File: src/cpc_defines.svh
// Purpose: Constants for the charge pump controller
// Assumes: AXI4-Lite, 32-bit data, one word per register
// Notes: Offsets are byte addresses
`ifndef CPC_DEFINES_SVH
`define CPC_DEFINES_SVH
// 0x020D is not a multiple of four, so it is an index
`define CPC_CTRL_INDEX 12'h20D
`define CPC_CTRL_ADDR 14'h0834
`define CPC_IRQ_STATUS_ADDR 14'h0840
`define CPC_IRQ_MASK_ADDR 14'h0844
`define CPC_ADDR_W 14
`define CPC_CTRL_RESET 8'h00
`define CPC_MODE_HI 7
`define CPC_MODE_LO 6
`define CPC_OSC_SEL_BIT 5
`define CPC_REQ_BIT 2
`define CPC_ABOVE_BIT 1
`define CPC_READY_BIT 0
`define CPC_IRQ_W 3
`define CPC_IRQ_READY 0
`define CPC_IRQ_THRESH 1
`define CPC_IRQ_REQ 2
`define CPC_RESP_OKAY 2'h0
`define CPC_RESP_SLVERR 2'h2
`endif

File: src/cpc_pkg.sv
// Purpose: Types for the charge pump controller
// Assumes: Constants live in cpc_defines.svh
// Notes: Mode codes follow the enable field encoding
package cpc_pkg;
    typedef enum logic [1:0] {
        CPC_MODE_OFF = 2'h0,
        CPC_MODE_PERIPH = 2'h1,
        CPC_MODE_SUPPLY = 2'h2,
        CPC_MODE_ON = 2'h3
    } cpc_mode_e;
    typedef enum logic [1:0] {
        CPC_CLK_ADC_RC = 2'h0,
        CPC_CLK_SYS_DIV = 2'h1,
        CPC_CLK_INTERNAL = 2'h2
    } cpc_clk_src_e;
endpackage

File: src/cpc_sync.sv
// Purpose: Two-flop synchroniser for analog levels
// Assumes: Inputs are slow levels
// Notes: First stage feeds only the second
`timescale 1ns/1ps
module cpc_sync #(
    parameter int W = 1
) (
    // Clock and reset
    input wire logic aclk,
    input wire logic aresetn,
    // Levels
    input wire logic [W-1:0] async_in,
    output logic [W-1:0] sync_out
);
    logic [W-1:0] stage1_reg;
    logic [W-1:0] stage2_reg;
    always_ff @(posedge aclk) begin
        if (!aresetn) begin
            stage1_reg <= '0;
            stage2_reg <= '0;
        end else begin
            stage1_reg <= async_in;
            stage2_reg <= stage1_reg;
        end
    end
    assign sync_out = stage2_reg;
endmodule

File: src/cpc_pump_ctrl.sv
// Purpose: Pump enable and clock source decision
// Assumes: Inputs already on aclk
// Notes: Registered outputs, one cycle after cause
`include "cpc_defines.svh"
`timescale 1ns/1ps
module cpc_pump_ctrl (
    // Clock and reset
    input wire logic aclk,
    input wire logic aresetn,
    // Control
    input wire logic [1:0] pump_enable_mode,
    input wire logic pump_osc_select,
    // Conditions
    input wire logic supply_above_threshold,
    input wire logic adc_power_on,
    input wire logic adc_conversion_active,
    // Results
    output logic pump_on,
    output cpc_pkg::cpc_clk_src_e pump_clk_src
);
    logic pump_on_next;
    cpc_pkg::cpc_clk_src_e clk_next;
    logic below;
    assign below = !supply_above_threshold;
    always_comb begin
        case (cpc_pkg::cpc_mode_e'(pump_enable_mode))
            cpc_pkg::CPC_MODE_ON: pump_on_next = 1'b1;
            cpc_pkg::CPC_MODE_SUPPLY: pump_on_next = below;
            cpc_pkg::CPC_MODE_PERIPH: pump_on_next = adc_power_on && below;
            default: pump_on_next = 1'b0;
        endcase
    end
    assign clk_next = pump_osc_select ? cpc_pkg::CPC_CLK_INTERNAL :
        (adc_conversion_active ? cpc_pkg::CPC_CLK_SYS_DIV :
        cpc_pkg::CPC_CLK_ADC_RC);
    always_ff @(posedge aclk) begin
        if (!aresetn) begin
            pump_on <= 1'b0;
            pump_clk_src <= cpc_pkg::CPC_CLK_ADC_RC;
        end else begin
            pump_on <= pump_on_next;
            pump_clk_src <= clk_next;
        end
    end
endmodule

File: src/cpc_top.sv
// Purpose: Charge pump controller with AXI4-Lite register slave
// Assumes: Analog flags arrive asynchronously; ADC state is on aclk
// Notes: Sticky status events raise a level interrupt
//
// Local design decision: the AXI4-Lite register port.
`include "cpc_defines.svh"
`timescale 1ns/1ps
module cpc_top (
    // Clock and reset
    input wire logic aclk,
    input wire logic aresetn,
    // AXI4-Lite write address
    input wire logic [`CPC_ADDR_W-1:0] s_axi_awaddr,
    input wire logic s_axi_awvalid,
    output logic s_axi_awready,
    // AXI4-Lite write data
    input wire logic [31:0] s_axi_wdata,
    input wire logic [3:0] s_axi_wstrb,
    input wire logic s_axi_wvalid,
    output logic s_axi_wready,
    // AXI4-Lite write response
    output logic [1:0] s_axi_bresp,
    output logic s_axi_bvalid,
    input wire logic s_axi_bready,
    // AXI4-Lite read address
    input wire logic [`CPC_ADDR_W-1:0] s_axi_araddr,
    input wire logic s_axi_arvalid,
    output logic s_axi_arready,
    // AXI4-Lite read data
    output logic [31:0] s_axi_rdata,
    output logic [1:0] s_axi_rresp,
    output logic s_axi_rvalid,
    input wire logic s_axi_rready,
    // Analog inputs, asynchronous
    input wire logic supply_above_threshold,
    input wire logic pump_steady,
    // ADC state, on aclk
    input wire logic adc_power_on,
    input wire logic adc_conversion_active,
    input wire logic analog_pump_request,
    // Pump controls
    output logic pump_enable,
    output logic [2:0] pump_clk_sel,
    // Interrupt
    output logic irq
);
    // Storage
    logic [1:0] mode_reg;
    logic osc_sel_reg;
    logic [`CPC_IRQ_W-1:0] irq_status_reg;
    logic [`CPC_IRQ_W-1:0] irq_status_next;
    logic [`CPC_IRQ_W-1:0] irq_mask_reg;
    logic [`CPC_IRQ_W-1:0] flags_prev_reg;
    logic [`CPC_ADDR_W-1:0] awaddr_reg;
    logic [31:0] wdata_reg;
    logic [3:0] wstrb_reg;
    logic aw_held_reg;
    logic w_held_reg;
    logic bvalid_reg;
    logic [1:0] bresp_reg;
    logic rvalid_reg;
    logic [1:0] rresp_reg;
    logic [31:0] rdata_reg;
    // Synchronised analog flags
    logic [1:0] analog_sync;
    logic above_s;
    logic steady_s;
    logic pump_on;
    cpc_pkg::cpc_clk_src_e clk_src;

    cpc_sync #(.W(2)) u_sync (
        .aclk(aclk),
        .aresetn(aresetn),
        .async_in({supply_above_threshold, pump_steady}),
        .sync_out(analog_sync)
    );
    assign above_s = analog_sync[1];
    assign steady_s = analog_sync[0];

    cpc_pump_ctrl u_ctrl (
        .aclk(aclk),
        .aresetn(aresetn),
        .pump_enable_mode(mode_reg),
        .pump_osc_select(osc_sel_reg),
        .supply_above_threshold(above_s),
        .adc_power_on(adc_power_on),
        .adc_conversion_active(adc_conversion_active),
        .pump_on(pump_on),
        .pump_clk_src(clk_src)
    );
    assign pump_enable = pump_on;
    // One-hot: bit 0 ADC RC, bit 1 divided system clock, bit 2 internal
    assign pump_clk_sel = {clk_src == cpc_pkg::CPC_CLK_INTERNAL,
        clk_src == cpc_pkg::CPC_CLK_SYS_DIV, clk_src == cpc_pkg::CPC_CLK_ADC_RC};

    // Ready only counts while the pump is on, so a stale analog flag cannot show
    logic ready_flag;
    assign ready_flag = steady_s && pump_on;

    // Control register image
    logic [7:0] ctrl_image;
    assign ctrl_image = {mode_reg, osc_sel_reg, 2'h0,
        analog_pump_request, above_s, ready_flag};

    // Write channel: take address and data in either order
    logic aw_fire;
    logic w_fire;
    logic have_aw;
    logic have_w;
    logic do_write;
    logic [`CPC_ADDR_W-1:0] wr_addr;
    logic [31:0] wr_data;
    logic [3:0] wr_strb;
    assign s_axi_awready = !aw_held_reg && !bvalid_reg;
    assign s_axi_wready = !w_held_reg && !bvalid_reg;
    assign aw_fire = s_axi_awvalid && s_axi_awready;
    assign w_fire = s_axi_wvalid && s_axi_wready;
    assign have_aw = aw_held_reg || aw_fire;
    assign have_w = w_held_reg || w_fire;
    assign do_write = have_aw && have_w && !bvalid_reg;
    assign wr_addr = aw_held_reg ? awaddr_reg : s_axi_awaddr;
    assign wr_data = w_held_reg ? wdata_reg : s_axi_wdata;
    assign wr_strb = w_held_reg ? wstrb_reg : s_axi_wstrb;

    function automatic logic addr_is(input logic [`CPC_ADDR_W-1:0] a, input logic [`CPC_ADDR_W-1:0] ref_a);
        addr_is = (a[`CPC_ADDR_W-1:2] == ref_a[`CPC_ADDR_W-1:2]);
    endfunction

    logic wr_ctrl;
    logic wr_status;
    logic wr_mask;
    logic wr_hit;
    assign wr_ctrl = do_write && addr_is(wr_addr, `CPC_CTRL_ADDR) && wr_strb[0];
    assign wr_status = do_write && addr_is(wr_addr, `CPC_IRQ_STATUS_ADDR) && wr_strb[0];
    assign wr_mask = do_write && addr_is(wr_addr, `CPC_IRQ_MASK_ADDR) && wr_strb[0];
    assign wr_hit = addr_is(wr_addr, `CPC_CTRL_ADDR) || addr_is(wr_addr, `CPC_IRQ_STATUS_ADDR)
        || addr_is(wr_addr, `CPC_IRQ_MASK_ADDR);

    always_ff @(posedge aclk) begin
        if (!aresetn) begin
            aw_held_reg <= 1'b0;
            w_held_reg <= 1'b0;
            awaddr_reg <= '0;
            wdata_reg <= 32'h0;
            wstrb_reg <= 4'h0;
        end else begin
            aw_held_reg <= have_aw && !do_write;
            w_held_reg <= have_w && !do_write;
            if (aw_fire) begin
                awaddr_reg <= s_axi_awaddr;
            end
            if (w_fire) begin
                wdata_reg <= s_axi_wdata;
                wstrb_reg <= s_axi_wstrb;
            end
        end
    end

    always_ff @(posedge aclk) begin
        if (!aresetn) begin
            bvalid_reg <= 1'b0;
            bresp_reg <= `CPC_RESP_OKAY;
        end else if (do_write) begin
            bvalid_reg <= 1'b1;
            bresp_reg <= wr_hit ? `CPC_RESP_OKAY : `CPC_RESP_SLVERR;
        end else if (s_axi_bready) begin
            bvalid_reg <= 1'b0;
        end
    end
    assign s_axi_bvalid = bvalid_reg;
    assign s_axi_bresp = bresp_reg;

    // Only the writable fields are stored; status bits come from live state
    always_ff @(posedge aclk) begin
        if (!aresetn) begin
            mode_reg <= 2'(`CPC_CTRL_RESET >> `CPC_MODE_LO);
            osc_sel_reg <= 1'b0;
            irq_mask_reg <= '0;
        end else begin
            if (wr_ctrl) begin
                mode_reg <= wr_data[`CPC_MODE_HI:`CPC_MODE_LO];
                osc_sel_reg <= wr_data[`CPC_OSC_SEL_BIT];
            end
            if (wr_mask) begin
                irq_mask_reg <= wr_data[`CPC_IRQ_W-1:0];
            end
        end
    end

    // Events: ready rises, threshold flag changes, request rises
    logic [`CPC_IRQ_W-1:0] flags_now;
    logic [`CPC_IRQ_W-1:0] events;
    assign flags_now = {analog_pump_request, above_s, ready_flag};
    assign events = {flags_now[`CPC_IRQ_REQ] && !flags_prev_reg[`CPC_IRQ_REQ],
        flags_now[`CPC_IRQ_THRESH] ^ flags_prev_reg[`CPC_IRQ_THRESH],
        flags_now[`CPC_IRQ_READY] && !flags_prev_reg[`CPC_IRQ_READY]};
    // Set beats clear so an event in the clearing cycle survives
    always_comb begin
        irq_status_next = irq_status_reg;
        if (wr_status) begin
            irq_status_next = irq_status_reg & ~wr_data[`CPC_IRQ_W-1:0];
        end
        irq_status_next = irq_status_next | events;
    end
    always_ff @(posedge aclk) begin
        if (!aresetn) begin
            flags_prev_reg <= '0;
            irq_status_reg <= '0;
        end else begin
            flags_prev_reg <= flags_now;
            irq_status_reg <= irq_status_next;
        end
    end
    assign irq = |(irq_status_reg & irq_mask_reg);

    // Read channel: one cycle to answer
    logic ar_fire;
    logic rd_ctrl;
    logic rd_status;
    logic rd_mask;
    logic [31:0] rd_word;
    assign s_axi_arready = !rvalid_reg;
    assign ar_fire = s_axi_arvalid && s_axi_arready;
    assign rd_ctrl = addr_is(s_axi_araddr, `CPC_CTRL_ADDR);
    assign rd_status = addr_is(s_axi_araddr, `CPC_IRQ_STATUS_ADDR);
    assign rd_mask = addr_is(s_axi_araddr, `CPC_IRQ_MASK_ADDR);
    assign rd_word = rd_ctrl ? {24'h0, ctrl_image} :
        rd_status ? {29'h0, irq_status_reg} :
        rd_mask ? {29'h0, irq_mask_reg} : 32'h0;
    always_ff @(posedge aclk) begin
        if (!aresetn) begin
            rvalid_reg <= 1'b0;
            rresp_reg <= `CPC_RESP_OKAY;
            rdata_reg <= 32'h0;
        end else if (ar_fire) begin
            rvalid_reg <= 1'b1;
            rdata_reg <= rd_word;
            rresp_reg <= (rd_ctrl || rd_status || rd_mask) ? `CPC_RESP_OKAY : `CPC_RESP_SLVERR;
        end else if (s_axi_rready) begin
            rvalid_reg <= 1'b0;
        end
    end
    assign s_axi_rvalid = rvalid_reg;
    assign s_axi_rdata = rdata_reg;
    assign s_axi_rresp = rresp_reg;
endmodule

File: config.mk
export PLATFORM = sky130hd
export DESIGN_NAME = cpc_top
export DESIGN_NICKNAME = d
export VERILOG_FILES = /design/src/cpc_pkg.sv /design/src/cpc_sync.sv /design/src/cpc_pump_ctrl.sv /design/src/cpc_top.sv
export VERILOG_INCLUDE_DIRS = /design/src
export SDC_FILE = /design/constraint.sdc
export NUM_CORES = 1
export LEC_CHECK = 0
export BUFFER_PORTS_ARGS = -buffer_cell sky130_fd_sc_hd__buf_2
export CAP_MARGIN = 20
export CORE_ASPECT_RATIO = 0.7
export CORE_MARGIN = 4
export CORE_UTILIZATION = 49
export DETAILED_ROUTE_END_ITERATION = 10
export GPL_ROUTABILITY_DRIVEN = 0
export HOLD_SLACK_MARGIN = 0.08
export PLACE_DENSITY = 0.92
export SLEW_MARGIN = 20
export SYNTH_ARGS = -nofsm -noshare
export SYNTH_HDL_FRONTEND = slang
export SYNTH_SLANG_ARGS = --single-unit
File: constraint.sdc
create_clock -name aclk -period 3.91 [get_ports aclk]
set_input_delay 1.173 -clock aclk [delete_from_list [all_inputs] [get_ports aclk]]
set_output_delay 1.173 -clock aclk [all_outputs]
set_load 0.01 [all_outputs]
==> impl_metrics.json, run 1 <==
{
  "outcome": "completed",
  "max_freq_mhz": 385.1,
  "final_net_count": 406,
  "first_pass_iters": 4,
  "hold_depth": 1,
  "wl_mm": 5.301,
  "r2r-end": "irq_status_reg[1]$_SDFF_PN0_",
  "p_leak_nw": 1.219,
  "num_rows": 21,
  "largest_reg_flops": 12,
  "cp.arrival_ps": 2790,
  "dp_hpwl_mm": 4.059,
  "rsz0062_at_grt": "false",
  "synthArstFlopShare_pct": 0,
  "r2r_slack_ps": 1750,
  "port-buffer-count": 60,
  "fin_skew_ps": 3.901,
  "drc": 0,
  "initial_utilization_pct": 50.54,
  "slew_violations": 0,
  "die_x_um": 91.71,
  "die_y_um": 66.60,
  "synth_edf_count": 0,
  "cts-hold-fix-buffers": 0,
  "finalCriticalPeriod_ps": 2597,
  "clkLatencyLatePin_ps": 300,
  "vdd_drop_max_v": 0.0002119,
  "antenna_cells": 0,
  "grt_pass1_wl_mm": 8.480,
  "power.density_nw_per_um2": 369.3,
  "critPathRequiredTime_ps": 4100,
  "crit_fanout": 4,
  "hp-class": "register to register",
  "final_core_util_pct": 57.25,
  "fin_crit_sh_pct": 66.42,
  "mappedNetlistArea_sq_um": 2404,
  "cts_buffers": 5,
  "antenna_found_initial": 0,
  "coreArea_sq_um": 4756,
  "crit_path_end": "irq_status_reg[1]$_SDFF_PN0_",
  "cts_tree": "built",
  "grt_max_degree": 38,
  "ys.flop_type": "dfxtp_1",
  "setup.worst_path.class": "primary input to register",
  "drtIter0Drc": 120,
  "cts_root_buf": "clkbuf_8",
  "cts_setup_buffers": 0,
  "fillCellCount": 410,
  "busiest_layer": "met2",
  "cts_max_level": 2,
  "yosysSeqAreaShare_pct": 41.64,
  "startpoint_type": "primary input",
  "multi_input_area_sq_um": 1204,
  "setup_viol": 0,
  "met2_usage_pct": 29.12,
  "avgViaCountPerCell": 5.005,
  "crit_start": "s_axi_awaddr[7]",
  "seqCellArea_sq_um": 1001,
  "syn_area_per_cell_sq_um": 8.772,
  "synth_top_area_share_pct": 41.64,
  "yosys-top-cells-area": "dfxtp_1, buf_4, nor2_1, nand2_1, mux2i_1",
  "synth.distinct_cells": 52,
  "cap_violations": 0,
  "tns_ps": 0,
  "area_growth_pct": 13.27,
  "yosys_warnings": 0,
  "clk_path_buf_depth": 2,
  "relSlewSlack_pct": 58.76,
  "worst_pin_slew_ps": 617.7,
  "finalHoldViolCount": 0,
  "ios": 122,
  "r2r-start": "aw_held_reg$_SDFF_PN0_",
  "grtUsageMet3_pct": 4.740,
  "overflow": 0,
  "antenna_left": 0,
  "synth_top_area_cell": "dfxtp_1",
  "routedWlPerCell_um": 13.32,
  "dieArea_sq_um": 6107,
  "end_kind": "register",
  "layout-drive-gt1-share_pct": 25.84,
  "num_vias": 1992,
  "cts_resized": 0,
  "grt_pass1_vias": 1902,
  "synthCells": 274,
  "worstRegToRegCells": 4,
  "ys_ff_latch": 50,
  "clock-sinks": 50,
  "grt_usage_pct": 17.50,
  "clkTransAtPathRegs_ps": 80,
  "met1_usage_pct": 21.49
}
==> power breakdown <==
group	leakage (nW)	switching, mW	internal (mW)
Clock	0.0431	0.156	0.137
Sequential	0.409	0.0236	0.535
Combinational	0.767	0.0904	0.0645
==> cells in the mapped netlist, types with 2 or more instances <==
master and count:
dfxtp_1 50, nor2_1 34, nand2_1 33, buf_4 28, a21oi_1 19, mux2i_1 12, inv_1 10, and2_1 8
clkbuf_1 6, a22oi_1 4, buf_1 4, nor3b_1 4, o21ai_0 4, a221oi_1 3, a32oi_1 3, mux2_2 3
nand2b_1 3, nand4b_1 3, o22ai_1 3, or4b_2 3, a31oi_1 2, nor2b_1 2, or4_1 2, or4b_1 2
or4bb_4 2
==> placed cells by master, fill, tap and decap left out, types with 4 or more instances in the layout <==
cell / count
a21oi_1: 19
dfxtp_1: 50
nor3b_1: 4
clkbuf_8: 6
o21ai_0: 4
mux2i_1: 12
buf_2: 60
and2_1: 8
inv_1: 10
conb_1: 28
nor2_1: 34
a22oi_1: 4
nand2_1: 33
==> worst max-delay path: stages <==
cell      delay [ps]
buf_2            100
or4_1            530
a211oi_2         380
nand4_1          260
o31a_1           330
==> metal layers <==
| metal | wire [um] | vias to the layer above |
|---|---|---|
| met5 | 0 | - |
| met4 | 77 | 0 |
| met3 | 387 | 7 |
| met2 | 2412 | 74 |
| met1 | 2423 | 908 |
| li1 | - | 1003 |
==> worst min-delay path by stage <==
stage | end | slack [ps] | from
after floorplan | u_ctrl.pump_clk_src[0]$_SDFF_PP0_ | 400 | osc_sel_reg$_SDFFE_PN0P_
after global placement | u_sync.sync_out[1]$_SDFF_PN0_ | 410 | u_sync.stage1_reg[1]$_SDFF_PN0_
after detailed placement | u_ctrl.pump_clk_src[0]$_SDFF_PP0_ | 420 | osc_sel_reg$_SDFFE_PN0P_
after CTS | u_ctrl.pump_clk_src[0]$_SDFF_PP0_ | 430 | osc_sel_reg$_SDFFE_PN0P_
after global routing | u_ctrl.pump_clk_src[0]$_SDFF_PP0_ | 460 | osc_sel_reg$_SDFFE_PN0P_
final | u_sync.sync_out[0]$_SDFF_PN0_ | 430 | u_sync.stage1_reg[0]$_SDFF_PN0_
==> cells by family (layout without fill, tap and decap cells) <==
group | after synthesis | after routing | share of synthesized area [%]
muxes | 17 | 17 | 7.496
and+or+nand+nor | 107 | 107 | 24.21
buffers and inverters | 50 | 78 | 12.49
xor gates and xnor gates | 1 | 1 | 0.3645
DFF | 50 | 50 | 41.64
other | 1 | 28 | 0.1560
AOI/OAI and AO/OA | 48 | 48 | 13.64
==> stage by stage <==
stage | total power [mW] | hold slack, ps | area, sq um | std cells | setup slack (ps)
finish | 1.005 | 432.4 | 2723 | 398 | 1313
global placement | 0.7158 | 414.4 | 2640 | 392 | 1048
global route | 1.051 | 458.5 | 2723 | 398 | 1242
detailed placement | 0.7223 | 417.2 | 2640 | 392 | 1003
CTS | 1.009 | 430.6 | 2723 | 398 | 1322
floorplan | 0.6894 | 402.8 | 2505 | 301 | 1271
==> area by class of cell <==
cell class,count,area share (%)
flip-flops and latches,50,36.76
well taps,69,3.171
clock buffers,6,3.033
repair buffers,61,11.31
multi-input cells,201,44.21
inverters,11,1.517
Note: power is estimated with default switching activity, not from simulation.
==> inputs of run 2 (changes only) <==
--- a/config.mk
+++ b/config.mk
@@ -6,15 +6,16 @@
 export SDC_FILE = /design/constraint.sdc
 export NUM_CORES = 1
 export LEC_CHECK = 0
+export ABC_AREA = 1
 export BUFFER_PORTS_ARGS = -buffer_cell sky130_fd_sc_hd__buf_2
 export CAP_MARGIN = 20
 export CORE_ASPECT_RATIO = 0.7
 export CORE_MARGIN = 4
-export CORE_UTILIZATION = 49
+export CORE_UTILIZATION = 46
 export DETAILED_ROUTE_END_ITERATION = 10
 export GPL_ROUTABILITY_DRIVEN = 0
 export HOLD_SLACK_MARGIN = 0.08
-export PLACE_DENSITY = 0.92
+export PLACE_DENSITY = 0.87
 export SLEW_MARGIN = 20
 export SYNTH_ARGS = -nofsm -noshare
 export SYNTH_HDL_FRONTEND = slang
==> constraint.sdc (replaced) <==
create_clock -name aclk -period 2.57 [get_ports aclk]
set_input_delay 0.771 -clock aclk [delete_from_list [all_inputs] [get_ports aclk]]
set_output_delay 0.771 -clock aclk [all_outputs]
set_load 0.01 [all_outputs]
==> impl_metrics.json, run 2 <==
{
  "outcome": "completed",
  "ys_top_cells_by_count": "nand2_1, nor2_1, dfxtp_1",
  "synthCells": 372,
  "slew_violations": 0,
  "cts_tree": "built",
  "fin_crit_sh_pct": 76.52,
  "clock-sinks": 50,
  "cts_buffers": 5,
  "synthArstFlopShare_pct": 0,
  "cts_max_level": 2,
  "vdd_drop_max_v": 0.0003376,
  "cts_setup_buffers": 0,
  "yosysMostFrequentCell": "nand2_1",
  "avgViaCountPerCell": 4.654,
  "power.density_nw_per_um2": 578.6,
  "worstRegToRegCells": 11,
  "dp_cells": 494,
  "synth_top_area_cell": "dfxtp_1",
  "antenna_left": 0,
  "ys_ff_latch": 50,
  "synth_top_area_share_pct": 39.47,
  "area_growth_pct": 12.63,
  "grt_pass1_vias": 2025,
  "routedWlPerCell_um": 10.76,
  "final_net_count": 505,
  "finalCriticalPeriod_ps": 1967,
  "first_pass_iters": 4,
  "grt_pass1_wl_mm": 8.963,
  "cap_violations": 0,
  "setup_viol": 0,
  "rsz0062_at_grt": "false",
  "critPathRequiredTime_ps": 1800,
  "mostFrequentLayoutCells": "nand2_1, buf_2, nor2_1, dfxtp_1, inv_1",
  "dieArea_sq_um": 6785,
  "synth_edf_count": 0,
  "startpoint_type": "register",
  "crit_fanout": 14,
  "grt_usage_pct": 15.94,
  "relSlewSlack_pct": 61.38,
  "r2r_slack_ps": 760,
  "initial_utilization_pct": 47.99,
  "layout-drive-gt1-share_pct": 18.69,
  "cts_resized": 0,
  "fin_skew_ps": 7.724,
  "mostFrequentLayoutCell": "nand2_1",
  "antenna_found_initial": 0,
  "die_x_um": 96.75,
  "yosys-top-cells-area": "dfxtp_1, nand2_1, buf_4, nor2_1, inv_1",
  "cts-hold-fix-buffers": 0,
  "dp_hpwl_mm": 4.102,
  "clk_path_buf_depth": 2,
  "drc": 0,
  "drtIter0Drc": 188,
  "end_kind": "primary output",
  "synth.distinct_cells": 28,
  "clkTransAtPathRegs_ps": 80,
  "num_rows": 22,
  "yosys_warnings": 0,
  "port-buffer-count": 60,
  "antenna_cells": 0,
  "overflow": 0,
  "setup.worst_path.class": "register to primary output",
  "seqCellArea_sq_um": 1001,
  "finalHoldViolCount": 0,
  "coreArea_sq_um": 5285,
  "clkLatencyLatePin_ps": 300,
  "worst_pin_slew_ps": 577.9,
  "cts_root_buf": "clkbuf_8",
  "num_vias": 2327,
  "tns_ps": 0,
  "hp-class": "register to register",
  "wl_mm": 5.379,
  "ios": 122,
  "die_y_um": 70.13,
  "grt_max_degree": 43,
  "mappedNetlistArea_sq_um": 2536,
  "fillCellCount": 513,
  "multi_input_area_sq_um": 1184,
  "largest_reg_flops": 12,
  "hold_depth": 1,
  "yosysSeqAreaShare_pct": 39.47,
  "ys.flop_type": "dfxtp_1",
  "cp.arrival_ps": 1200,
  "fin_cells": 500,
  "syn_area_per_cell_sq_um": 6.818,
  "p_leak_nw": 1.426,
  "max_freq_mhz": 508.5
}
[run 2: changes by cell type after synthesis, moves of 9 or more]
cell	delta
nand3_1	+17
inv_1	+36
o21ai_0	+27
nand2_1	+38
mux2i_1	-9
nor2_1	+21
nand4_1	+9
[run 2: path summary, 6_finish.rpt]
path,from,endpoint
worst max register to register,aw_held_reg$_SDFF_PN0_,irq_status_reg[0]$_SDFF_PN0_
worst min register to register,flags_prev_reg[2]$_SDFF_PN0_,irq_status_reg[2]$_SDFF_PN0_
worst min-delay path,flags_prev_reg[2]$_SDFF_PN0_,irq_status_reg[2]$_SDFF_PN0_
worst max-delay path,aw_held_reg$_SDFF_PN0_,s_axi_awready
[run 2: cells by family (layout without fill, tap and decap cells)]
kind of cell	after synthesis	after routing	synth area share (%)
AND/OR/NAND/NOR	165	165	28.12
buffers and inverters	89	118	17.86
AO/OA/AOI/OAI	63	63	12.88
flip-flops	50	50	39.47
multiplexers	3	3	1.184
other	1	28	0.1479
XOR/XNOR	1	1	0.3454
[run 2: where the power goes]
part | internal (mW) | switching [mW]
Sequential | 0.836 | 0.0448
Clock | 0.208 | 0.236
Combinational | 0.116 | 0.212
[run 2: metal layers]
layer	GRT usage [%]	share of wire [%]
met1	20.75	47
met4	7.009	1.6
met2	25.08	45
met5	0	0
met3	3.892	6.6
[run 2: worst max-delay path, stage by stage, from the launching register on]
cell and delay [ps]:
dfxtp_1 630, nor2_1 110, buf_2 160
[run 2: final cells by class]
cell class                 count  area share, %
clock buffer                   6          2.891
inverter                      51          6.702
multi-input combinational    260          41.44
sequential                    50          35.04
tap                           72          3.154
timing repair buffer          61          10.78
[run 2: per-stage QoR]
stage / util [%] / area [sq um] / hold slack, ps / worst slack (ps) / total power [mW]
after floorplan: - / 2638 / 389.2 / 953.2 / 1.162
after global placement: 52.49 / 2774 / 395.2 / 695.5 / 1.211
after detailed placement: 52.49 / 2774 / 398.6 / 604.5 / 1.225
after CTS: 54.05 / 2856 / 410.2 / 590.9 / 1.662
after global routing: 54.05 / 2856 / 436.5 / 507.6 / 1.751
final: 54.05 / 2856 / 408.6 / 603.4 / 1.653
==> inputs of run 3 (changes only) <==
--- a/config.mk
+++ b/config.mk
@@ -6,16 +6,16 @@
 export SDC_FILE = /design/constraint.sdc
 export NUM_CORES = 1
 export LEC_CHECK = 0
-export ABC_AREA = 1
+export ABC_AREA = 0
 export BUFFER_PORTS_ARGS = -buffer_cell sky130_fd_sc_hd__buf_2
 export CAP_MARGIN = 20
 export CORE_ASPECT_RATIO = 0.7
 export CORE_MARGIN = 4
-export CORE_UTILIZATION = 46
+export CORE_UTILIZATION = 41
 export DETAILED_ROUTE_END_ITERATION = 10
 export GPL_ROUTABILITY_DRIVEN = 0
 export HOLD_SLACK_MARGIN = 0.08
-export PLACE_DENSITY = 0.87
+export PLACE_DENSITY = 0.83
 export SLEW_MARGIN = 20
 export SYNTH_ARGS = -nofsm -noshare
 export SYNTH_HDL_FRONTEND = slang
==> constraint.sdc (replaced) <==
create_clock -name aclk -period 1.7 [get_ports aclk]
set_input_delay 0.51 -clock aclk [delete_from_list [all_inputs] [get_ports aclk]]
set_output_delay 0.51 -clock aclk [all_outputs]
set_load 0.01 [all_outputs]
==> impl_metrics.json, run 3 (synthesized netlist as in run 1, its figures left out) <==
{
  "initial_utilization_pct": 42.18,
  "tns_ps": -1208,
  "fin_cells": 424,
  "hp-class": "primary input to register",
  "cts-hold-fix-buffers": 0,
  "antenna_cells": 0,
  "grt_pass1_vias": 1904,
  "cts_max_level": 2,
  "final_net_count": 425,
  "pre_cts_slack_ps": -463.3,
  "num_vias": 2090,
  "startpoint_type": "register",
  "overflow": 0,
  "cts_buffers": 5,
  "setup.worst_path.class": "register to register",
  "first_pass_iters": 4,
  "grt_pass1_wl_mm": 8.832,
  "clk_path_buf_depth": 2,
  "cp.arrival_ps": 2100,
  "worst_hold_slack_ps": 412.3,
  "rsz0062_at_grt": "true",
  "clock-sinks": 50,
  "dp_hpwl_mm": 4.154,
  "fillCellCount": 552,
  "finalCriticalPeriod_ps": 1913,
  "outcome": "complete, but fails checks",
  "mostFrequentLayoutCells": "buf_2, dfxtp_1, nor2_1, nand2_1, conb_1",
  "mostFrequentLayoutCell": "buf_2",
  "num_rows": 23,
  "dp_cells": 415,
  "antenna_left": 0,
  "drtIter0Drc": 100,
  "dpl_cell_area_sq_um": 2796,
  "area_growth_pct": 24.47,
  "clkLatencyLatePin_ps": 300,
  "antenna_found_initial": 0,
  "layout-drive-gt1-share_pct": 32.95,
  "cap_violations": 0,
  "wl_mm": 5.396,
  "die_x_um": 99.52,
  "routedWlPerCell_um": 12.73,
  "ios": 122,
  "grt_max_degree": 20,
  "r2r_slack_ps": -210,
  "cts_root_buf": "clkbuf_8",
  "final_cell_area_sq_um": 2992,
  "die_y_um": 72.06,
  "clkTransAtPathRegs_ps": 90,
  "end_kind": "register",
  "power.density_nw_per_um2": 852.1,
  "p_leak_nw": 1.343,
  "setup_viol": 10,
  "largest_reg_flops": 12,
  "setup_ws_ps": -213.5,
  "fin_crit_sh_pct": 112.6,
  "violations": "setup timing",
  "drc": 0,
  "slew_violations": 0,
  "critPathRequiredTime_ps": 1890,
  "coreArea_sq_um": 5698,
  "crit_fanout": 6,
  "cts_tree": "built",
  "dieArea_sq_um": 7171,
  "avgViaCountPerCell": 4.929,
  "port-buffer-count": 60,
  "fin_skew_ps": 6.041,
  "max_freq_mhz": 522.6,
  "finalHoldViolCount": 0,
  "grt_usage_pct": 15.35,
  "vdd_drop_max_v": 0.0003536
}
run 3: cell count changes in the layout (fill, tap and decap cells not counted), sizes merged, moves of 19 or more:
cell | before | now
nand2 | 73 | 33
buf | 61 | 80
o21ai | 38 | 4
nand3 | 20 | 1
inv | 48 | 11
nor2 | 60 | 34
run 3: timing repair:
action | CTS | global route
endpoints found under the setup margin | 11 | 11
endpoints found under the hold margin | 0 | 0
resized for setup | 14 | 2
buffers inserted | 1 | 1
cloned | 0 | 0
pin swaps | 6 | 3
run 3: worst paths after layout:
check | from | to | cells past startpoint
worst max-delay path | aw_held_reg$_SDFF_PN0_ | osc_sel_reg$_SDFFE_PN0P_ | 5
worst min-delay path | pump_steady | u_sync.stage1_reg[0]$_SDFF_PN0_ | 2
worst max register to register | aw_held_reg$_SDFF_PN0_ | osc_sel_reg$_SDFFE_PN0P_ | 5
worst min register to register | u_sync.stage1_reg[0]$_SDFF_PN0_ | u_sync.sync_out[0]$_SDFF_PN0_ | 1
run 3: final cells by class:
cell class	count	area (sq um)	share of cell area, %
Timing Repair Buffer	80	461.7	15.43
Clock buffer	6	82.58	2.760
Sequential cell	50	1006	33.63
Clock inverter	1	30.03	1.004
Tap cell	75	93.84	3.137
Multi-Input combinational cell	201	1276	42.66
Inverter	11	41.29	1.380
run 3: layer usage:
metal	global-route usage [%]	up-vias	wire (um)
met5	0	-	0
met4	4.091	0	62
met3	3.939	8	359
met2	23.96	68	2437
met1	21.25	974	2536
li1	-	1040	-
run 3: critical path, stage by stage, from the launching register on:
cell and delay [ps]:
dfxtp_4 380, buf_6 120, or4_4 430, a211oi_4 260, nand4b_1 250, mux2_4 360
run 3: report_power, final:
part / switching (mW) / internal, mW / leakage, nW / total [mW]
logic: 0.232 / 0.193 / 0.875 / 0.425
clock network: 0.377 / 0.471 / 0.0573 / 0.848
registers: 0.0456 / 1.23 / 0.410 / 1.28
total: 0.655 / 1.89 / 1.34 / 2.55
run 3: stage by stage:
stage	util, %	power (mW)
floorplan	-	1.593
CTS	52.28	2.575
detailed placement	49.08	1.704
global placement	49.08	1.693
global route	52.50	2.678
finish	52.50	2.549
